--- src/inc/rss_regs.vh ---
// register map, field positions, reset values and timing figures of the
// rail strobe sequencer; definitions only, included by the sequencer files
`ifndef RSS_REGS_VH
`define RSS_REGS_VH

// byte register offsets (subaddresses)
`define RSS_OFS_GAP_LOW        8'h20
`define RSS_OFS_GAP_HIGH       8'h21
`define RSS_OFS_CONV_ONE_TWO   8'h22
`define RSS_OFS_CONV_THREE_FOUR 8'h23

// reset values
`define RSS_RST_GAP_LOW        8'h00
`define RSS_RST_GAP_HIGH       8'h00
`define RSS_RST_CONV_ONE_TWO   8'h56
`define RSS_RST_CONV_THREE_FOUR 8'h45

// field positions in the high gap register
`define RSS_POS_GAP_NINE       0
`define RSS_POS_PD_MULT        7
// writable bits of the high gap register, bits 6-1 are reserved
`define RSS_MASK_GAP_HIGH      8'h81

// field positions (low bit) of the step fields
`define RSS_POS_CONV_ONE       0
`define RSS_POS_CONV_TWO       4
`define RSS_POS_CONV_THREE     0
`define RSS_POS_CONV_FOUR      4

// step codes that put a rail under sequencer control, then the first and last step of a sequence
`define RSS_STEP_FIRST_CTRL    4'h3
`define RSS_STEP_LAST_CTRL     4'hA
`define RSS_STEP_FIRST         4'h1
`define RSS_STEP_LAST          4'hA

// timing: gap choices in ms, power-down factor, timebase
`define RSS_GAP_SHORT_MS       6'h02
`define RSS_GAP_LONG_MS        6'h05
`define RSS_PD_FACTOR          6'h0A
`define RSS_CLK_PERIOD_NS      100
`define RSS_TICK_NS            1000000
`define RSS_TICK_CYCLES        (`RSS_TICK_NS / `RSS_CLK_PERIOD_NS)

`endif

--- src/hdl/rss_sequencer.v ---
// ten-step power rail sequencer with its four byte configuration registers
// assumes byte register access from same-clock logic (serial slave decoded
// elsewhere) and that the unlock level comes from the password logic
//
// What this block does
// - low gap bits pick 2/5 ms, steps 1-8
// - high register bit0 picks gap after step nine
// - high bit7 stretches gaps tenfold on power-down
// - power-up always uses unscaled gaps
// - codes 3h..Ah enable rail at that step
// - other codes leave the rail untouched
// - converter one field bits 3-0, reset 6h
// - converter two field bits 7-4, reset 5h
// - converter four 7-4 reset 4h, three 3-0 5h
// - high register bits 6-1 read zero, ignore writes
`timescale 1ns/1ps
`include "rss_regs.vh"
module rss_sequencer #(
   parameter TICK_CYCLES = `RSS_TICK_CYCLES  // clocks per millisecond
) (
   input  wire       clk,
   input  wire       reset,
   input  wire [7:0] regAddr,        // byte register subaddress
   input  wire [7:0] regWrData,      // write data
   input  wire       regWrite,       // one-cycle write strobe
   input  wire       regRead,        // one-cycle read strobe
   input  wire       unlocked,       // password unlock held by caller
   input  wire       powerUpReq,     // one-cycle start of power-up
   input  wire       powerDownReq,   // one-cycle start of power-down
   output reg  [7:0] regRdData,      // read data, valid cycle after regRead
   output reg  [3:0] railEnable,     // converter four..one enables
   output reg  [3:0] currentStep,    // step now being served, 0 when idle
   output reg        seqBusy,        // sequence in progress
   output reg        railsUp         // last finished sequence was power-up
);

   ////////////////////////////////////////////////////////////////////
   // configuration registers
   reg [7:0] gapLow;                 // gap_after_step_one..eight
   reg       gapAfterStepNine;       // gap_after_step_nine
   reg       powerdownGapMultiplier; // tenfold stretch on power-down
   reg [3:0] converterOneStep;
   reg [3:0] converterTwoStep;
   reg [3:0] converterThreeStep;
   reg [3:0] converterFourStep;

   // sequencer state
   localparam [2:0] S_IDLE    = 3'h0;
   localparam [2:0] S_UP_STEP = 3'h1;
   localparam [2:0] S_UP_WAIT = 3'h2;
   localparam [2:0] S_DN_STEP = 3'h3;
   localparam [2:0] S_DN_WAIT = 3'h4;

   reg  [2:0] state;
   reg  [5:0] waitMs;                // whole milliseconds left in a gap
   reg        tickRestart;           // realign timebase when a gap starts
   wire       msTick;                // millisecond enable pulse
   wire [3:0] stepMatch;             // rails assigned to currentStep
   wire [9:0] gapBits;               // gap select per step 1..9, bit n-1

   // reset images, so each field takes its own slice and nothing is cut silently
   wire [7:0] rstGapHigh   = `RSS_RST_GAP_HIGH;
   wire [7:0] rstOneTwo    = `RSS_RST_CONV_ONE_TWO;
   wire [7:0] rstThreeFour = `RSS_RST_CONV_THREE_FOUR;

   ////////////////////////////////////////////////////////////////////
   // helpers

   // true when a step field names this step; out-of-range codes never do
   function railAtStep;
      input [3:0] field;
      input [3:0] step;
      begin
         railAtStep = (field >= `RSS_STEP_FIRST_CTRL) &&
                      (field <= `RSS_STEP_LAST_CTRL) &&
                      (field == step);
      end
   endfunction

   // gap length in ms; the stretch applies only when powering down
   function [5:0] gapMs;
      input longSel;
      input stretch;
      reg [5:0] base;
      begin
         base = longSel ? `RSS_GAP_LONG_MS : `RSS_GAP_SHORT_MS;
         if (stretch)
            gapMs = longSel ? (`RSS_GAP_LONG_MS * `RSS_PD_FACTOR)
                            : (`RSS_GAP_SHORT_MS * `RSS_PD_FACTOR);
         else
            gapMs = base;
      end
   endfunction

   assign gapBits = {1'b0, gapAfterStepNine, gapLow};
   assign stepMatch = {railAtStep(converterFourStep, currentStep),
                       railAtStep(converterThreeStep, currentStep),
                       railAtStep(converterTwoStep, currentStep),
                       railAtStep(converterOneStep, currentStep)};

   ////////////////////////////////////////////////////////////////////
   // millisecond timebase
   rss_ms_tick #(
      .CYCLES (TICK_CYCLES),
      .CW     (14)
   ) u_tick (
      .clk     (clk),
      .reset   (reset),
      .restart (tickRestart),
      .tick    (msTick)
   );

   ////////////////////////////////////////////////////////////////////
   // register writes; locked writes are dropped silently
   always @(posedge clk) begin
      if (reset) begin
         gapLow                 <= `RSS_RST_GAP_LOW;
         gapAfterStepNine       <= rstGapHigh[`RSS_POS_GAP_NINE];
         powerdownGapMultiplier <= rstGapHigh[`RSS_POS_PD_MULT];
         converterOneStep       <= rstOneTwo[`RSS_POS_CONV_ONE +: 4];
         converterTwoStep       <= rstOneTwo[`RSS_POS_CONV_TWO +: 4];
         converterThreeStep     <= rstThreeFour[`RSS_POS_CONV_THREE +: 4];
         converterFourStep      <= rstThreeFour[`RSS_POS_CONV_FOUR +: 4];
      end else if (regWrite && unlocked) begin
         case (regAddr)
            `RSS_OFS_GAP_LOW: begin
               gapLow <= regWrData;
            end
            `RSS_OFS_GAP_HIGH: begin
               // reserved bits 6-1 are not stored
               gapAfterStepNine       <= regWrData[`RSS_POS_GAP_NINE];
               powerdownGapMultiplier <= regWrData[`RSS_POS_PD_MULT];
            end
            `RSS_OFS_CONV_ONE_TWO: begin
               converterOneStep <= regWrData[`RSS_POS_CONV_ONE +: 4];
               converterTwoStep <= regWrData[`RSS_POS_CONV_TWO +: 4];
            end
            `RSS_OFS_CONV_THREE_FOUR: begin
               converterThreeStep <= regWrData[`RSS_POS_CONV_THREE +: 4];
               converterFourStep  <= regWrData[`RSS_POS_CONV_FOUR +: 4];
            end
            default: begin
               // unmapped subaddress: nothing stored
            end
         endcase
      end
   end

   ////////////////////////////////////////////////////////////////////
   // register reads, registered; unmapped reads return zero
   always @(posedge clk) begin
      if (reset) begin
         regRdData <= 8'h00;
      end else if (regRead) begin
         case (regAddr)
            `RSS_OFS_GAP_LOW:
               regRdData <= gapLow;
            `RSS_OFS_GAP_HIGH:
               regRdData <= {powerdownGapMultiplier, 6'h00, gapAfterStepNine};
            `RSS_OFS_CONV_ONE_TWO:
               regRdData <= {converterTwoStep, converterOneStep};
            `RSS_OFS_CONV_THREE_FOUR:
               regRdData <= {converterFourStep, converterThreeStep};
            default:
               regRdData <= 8'h00;
         endcase
      end
   end

   ////////////////////////////////////////////////////////////////////
   // step sequencer; requests are ignored while a sequence runs, so a
   // power-down cannot cut a power-up short (finish, then ask again)
   always @(posedge clk) begin
      if (reset) begin
         state       <= S_IDLE;
         currentStep <= 4'h0;
         waitMs      <= 6'h00;
         tickRestart <= 1'b0;
         railEnable  <= 4'h0;
         seqBusy     <= 1'b0;
         railsUp     <= 1'b0;
      end else begin
         tickRestart <= 1'b0;
         case (state)
            S_IDLE: begin
               if (powerUpReq) begin
                  currentStep <= `RSS_STEP_FIRST;
                  seqBusy     <= 1'b1;
                  state       <= S_UP_STEP;
               end else if (powerDownReq) begin
                  currentStep <= `RSS_STEP_LAST;
                  seqBusy     <= 1'b1;
                  state       <= S_DN_STEP;
               end
            end
            S_UP_STEP: begin
               // rails named by this step come on; others keep their level
               railEnable <= railEnable | stepMatch;
               if (currentStep == `RSS_STEP_LAST) begin
                  seqBusy <= 1'b0;
                  railsUp <= 1'b1;
                  currentStep <= 4'h0;
                  state   <= S_IDLE;
               end else begin
                  // power-up never stretches, whatever the multiplier holds
                  waitMs      <= gapMs(gapBits[currentStep - 4'h1], 1'b0);
                  tickRestart <= 1'b1;
                  state       <= S_UP_WAIT;
               end
            end
            S_UP_WAIT: begin
               // a pulse from before the realign would cut the gap short
               if (msTick && !tickRestart) begin
                  if (waitMs == 6'h01) begin
                     currentStep <= currentStep + 4'h1;
                     state       <= S_UP_STEP;
                  end
                  waitMs <= waitMs - 6'h01;
               end
            end
            S_DN_STEP: begin
               // reverse order: rails of this step go off
               railEnable <= railEnable & ~stepMatch;
               if (currentStep == `RSS_STEP_FIRST) begin
                  seqBusy <= 1'b0;
                  railsUp <= 1'b0;
                  currentStep <= 4'h0;
                  state   <= S_IDLE;
               end else begin
                  waitMs      <= gapMs(gapBits[currentStep - 4'h2],
                                       powerdownGapMultiplier);
                  tickRestart <= 1'b1;
                  state       <= S_DN_WAIT;
               end
            end
            S_DN_WAIT: begin
               // same guard against a pulse left from the old period
               if (msTick && !tickRestart) begin
                  if (waitMs == 6'h01) begin
                     currentStep <= currentStep - 4'h1;
                     state       <= S_DN_STEP;
                  end
                  waitMs <= waitMs - 6'h01;
               end
            end
            default: begin
               state <= S_IDLE;
            end
         endcase
      end
   end

endmodule

--- src/hdl/rss_ms_tick.v ---
// millisecond timebase: one-cycle enable pulse every CYCLES clocks
// assumes a single clock; restart realigns the period to the caller
`timescale 1ns/1ps
module rss_ms_tick #(
   parameter CYCLES = 10000,   // clocks per tick
   parameter CW     = 14       // counter width, must hold CYCLES-1
) (
   input  wire clk,
   input  wire reset,
   input  wire restart,        // start a fresh full period
   output reg  tick            // one-cycle pulse
);

   reg [CW-1:0] count;         // clocks left in this period

   ////////////////////////////////////////////////////////////////////
   // down counter; restart lets a wait last exactly whole periods
   always @(posedge clk) begin
      if (reset || restart) begin
         count <= CYCLES[CW-1:0] - {{(CW-1){1'b0}}, 1'b1};
         tick  <= 1'b0;
      end else if (count == {CW{1'b0}}) begin
         count <= CYCLES[CW-1:0] - {{(CW-1){1'b0}}, 1'b1};
         tick  <= 1'b1;
      end else begin
         count <= count - {{(CW-1){1'b0}}, 1'b1};
         tick  <= 1'b0;
      end
   end

endmodule

--- config.mk ---
export PLATFORM = sky130hd
export DESIGN_NAME = rss_sequencer
export DESIGN_NICKNAME = d
export VERILOG_FILES = /design/src/hdl/rss_sequencer.v /design/src/hdl/rss_ms_tick.v
export VERILOG_INCLUDE_DIRS = /design/src /design/src/inc
export SDC_FILE = /design/constraint.sdc
export NUM_CORES = 1
export LEC_CHECK = 0
export ABC_CLOCK_PERIOD_IN_PS = 3500
export BUFFER_PORTS_ARGS = -buffer_cell sky130_fd_sc_hd__buf_2
export CAP_MARGIN = 20
export CORE_ASPECT_RATIO = 0.8
export CORE_MARGIN = 2
export CORE_UTILIZATION = 45
export CTS_BUF_LIST = sky130_fd_sc_hd__clkbuf_8 sky130_fd_sc_hd__clkbuf_16
export DETAILED_ROUTE_END_ITERATION = 12
export PLACE_DENSITY = 0.67
export SYNTH_ARGS = -nofsm -noshare
export SYNTH_HDL_FRONTEND = slang
export SYNTH_SLANG_ARGS = --single-unit
--- constraint.sdc ---
create_clock -name clk -period 3.5 [get_ports clk]
set_input_delay 0 -clock clk [delete_from_list [all_inputs] [get_ports clk]]
set_output_delay 0 -clock clk [all_outputs]
set_load 0.02 [all_outputs]
==> run_results.csv <==
group,metric,value,unit
outcome,status,"complete, no violations",
clocking,cts_max_path_buffers,2,
synthesis,synthTopCellsByArea,"dfxtp_1, mux2i_1, nor2_1, ha_1, xnor2_1",
timing,relSlewSlack,0.306,
place,detailed_place_hpwl,6.47,mm
synthesis,postSynthCellCount,432,
die,rows,29,
synthesis,yosys_warnings,0,
power,power_leakage,1.80,nW
finish,antenna_cells,0,
synthesis,synth_cell_types,60,
setup_path,cp.arrival,2.93,ns
setup_path,cp_common_cell,"ha_1",
synthesis,synth_edf_count,0,
drt,firstDrtPassIters,4,
die,start_util,0.473,
synthesis,synth.largest_area_cell,"dfxtp_1",
place,portBuffers,40,
power,internal_power,0.00144,W
power,p_sw,0.000667,W
global_route,grt_pass1_vias,3096,
synthesis,synth-async-reset-ratio,0,
timing,rsz0062_at_grt,"no",
setup_path,reg2reg_from,"currentStep[2]$_SDFFE_PP0P_",
synthesis,synth_top_area_share,0.363,
finish,register_area,1380,um2
synthesis,netlist_area,3810,um2
setup_path,cp_slowest_stage_delay,0.70,ns
die,io_pins,41,
clocking,cts_buffers,9,
setup_path,path_class,"reg -> reg",
finish,final_cell_area,4370,um2
finish,multi_input_comb_area,2230,um2
timing,tns,0,ns
timing,fmax,371,MHz
clocking,numClockSinks,69,
clocking,cts_tree,"built",
setup_path,slowest_stage,"dfxtp_1",
timing,min_period,2.70,ns
run,cap_viol_max_count,0,
power,power_frac_seq,0.432,
synthesis,synthFlopType,"dfxtp_1",
global_route,grt-ovfl-total,0,
synthesis,post-synth-top-count-cell,"dfxtp_1",
setup_path,cp-end-kind,"flop",
clocking,cts.repair.resized,0,
timing,setup_viol,0,
power,pwr-share-clk,0.343,
place,dpl_cell_area,4040,um2
die,die_x,107,um
synthesis,avgSynthCellArea,8.81,um2
synthesis,ys_seq_area_frac,0.363,
drt,vias_per_cell,5.47,
setup_path,cp_max_fo,14,
finish,fillers,797,
power,p_total,0.00211,W
setup_path,crit_required,3.74,ns
place,place_inst,556,
worst_hold_path,hold_start,"regAddr[2]",
timing,slew_violations,0,
setup_path,crit_buf_inv,1,
die,die-area,9210,um2
timing,skew,0.00726,ns
timing,worst_pin_slew,1.04,ns
setup_path,cp-startpoint,"currentStep[2]$_SDFFE_PP0P_",
drt,routedWlPerCell,15.5,um
power,swShare,0.317,
global_route,grt_pass1_wl,15.2,mm
timing,hold_ws,0.0272,ns
drt,drt-total-wl,9.03,mm
synthesis,synthTopCellsByCount,"dfxtp_1, nor2_1, mux2i_1",
drt,drt_drc_violations_left,0,
setup_path,critPathTopFamily,"compound AO/OA/AOI/OAI gates",
clocking,clock_latency,0.35,ns
clocking,cts_max_level,3,
setup_path,worstPathCellList,"inv_1, ha_1, xnor2_1, a41oi_1, a21oi_1, ha_1, nand2_1, o21a_1, o22ai_1, o31a_1",
finish,layout.nets,505,
power,max-vdd-ir-drop,0.298,mV
drt,drt_iter0_drc,113,
finish,area_growth,14.8,%
global_route,grt_max_degree,57,
setup_path,cp-start-kind,"flop",
clocking,clkTransAtPathRegs,0.08,ns
global_route,grtUsageTotal,0.208,
finish,finalNonFillerCells,583,
place,gp_congestion,0.833,
timing,timing.final.crit_share,0.770,
power,power.density,482,nW/um2
worst_hold_path,hold_path_class,"in -> reg",
finish,final_layout_size_suffix_gt1_frac,0.154,
power,combinationalPowerShare,0.225,
drt,vias,3190,
synthesis,yosys_register_bits,69,
die,coreArea,8060,um2
global_route,antenna_found_initial,0,
synthesis,synth.net_count,467,
timing,final_hold_viol_count,0,
clocking,clock-root-buffer,"clkbuf_8",
drt,antenna_left,0,
die,die_h,86.3,um
-- layer usage --
layer | share of wire | track usage | wire, um
met1 | 0.50 | 0.291 | 4530
met2 | 0.44 | 0.325 | 4010
met3 | 0.048 | 0.0549 | 433
met4 | 0.0065 | 0.0472 | 59
met5 | 0 | 0 | 0
-- sequential cells by signal, indices dropped and copies added (netlist names), named ones only --
register and cells:
state 3, railsUp 1, currentStep 4, tickRestart 1, waitMs 6, converterFourStep 4, converterThreeStep 4, gapAfterStepNine 1
seqBusy 1, gapLow 8, converterOneStep 4, u_tick.count 14, converterTwoStep 4, powerdownGapMultiplier 1, regRdData 8, u_tick.tick 1
-- power groups by stage --
stage	registers [W]	logic, W	clock network, W
detailed placement	0.000927	0.000462	0
CTS	0.000909	0.000474	0.000746
global placement	0.000925	0.000455	0
floorplan	0.000879	0.000402	0
finish	0.000910	0.000474	0.000722
global route	0.000920	0.000532	0.000774
-- worst min-delay path, stage by stage --
cell     delay (ns)
buf_2          0.08
nor3b_2        0.08
nand3_1        0.10
a21oi_1        0.06
-- metrics by stage --
step | worst slack (ns) | utilization
2_1_floorplan | 0.924 | -
3_3_place_gp | 0.908 | 0.502
3_5_place_dp | 0.815 | 0.502
4_1_cts | 0.799 | 0.543
5_1_grt | 0.520 | 0.543
6_report | 0.805 | 0.543
-- cell type report --
class | count | share of cell area
clock inverter | 7 | 0.0220
inverter | 25 | 0.0215
multi-input combinational | 314 | 0.510
tap | 108 | 0.0309
clock buffer | 9 | 0.0283
timing repair buffer | 51 | 0.0710
sequential | 69 | 0.316
-- repair_timing --
action	CTS	global route
setup buffers	0	0
hold buffers	11	0
endpoints found under the hold margin	25	0
setup endpoints to repair	0	0
-- kinds of logic after synthesis --
logic type,Yosys count,share of synthesized area
muxes,38,0.118
xor gates and xnor gates,28,0.0644
adders and majority gates,12,0.0394
AOI/OAI and AO/OA,92,0.165
and+or+nand+nor,144,0.199
DFF,69,0.363
buffers and inverters,49,0.0513
-- final timing paths --
kind         cells past startpoint  slack [ns]                         end
max reg2reg                     10        0.80      waitMs[1]$_SDFFE_PP0P_
min reg2reg                      1        0.42  u_tick.count[0]$_SDFF_PP1_
min                              4        0.03   regRdData[7]$_SDFFE_PP0P_
max                             10        0.80      waitMs[1]$_SDFFE_PP0P_
-- cell usage in the layout, fill, tap and decap left out, types with 3 or more instances in the layout --
cell            n
o21bai_1        4
nor4_1          4
nor4bb_1        4
and3_1          4
a21oi_1        20
clkbuf_8        9
mux4_2          5
nand2b_1        9
or3_1           3
a22oi_1         6
xor2_1         14
mux2i_1        28
o21ai_0        14
o32ai_1         3
o22ai_1         8
nor2_1         49
dlygate4sd3_1  11
mux2_2          5
buf_2          40
nand3_1         9
xnor2_1        14
a211oi_1        4
a31oi_1         3
nor3_1         11
nor2b_1        13
nand2_1        22
a211o_1         7
ha_1           12
dfxtp_1        69
inv_1          25
Note: power is estimated with default switching activity, not from simulation.
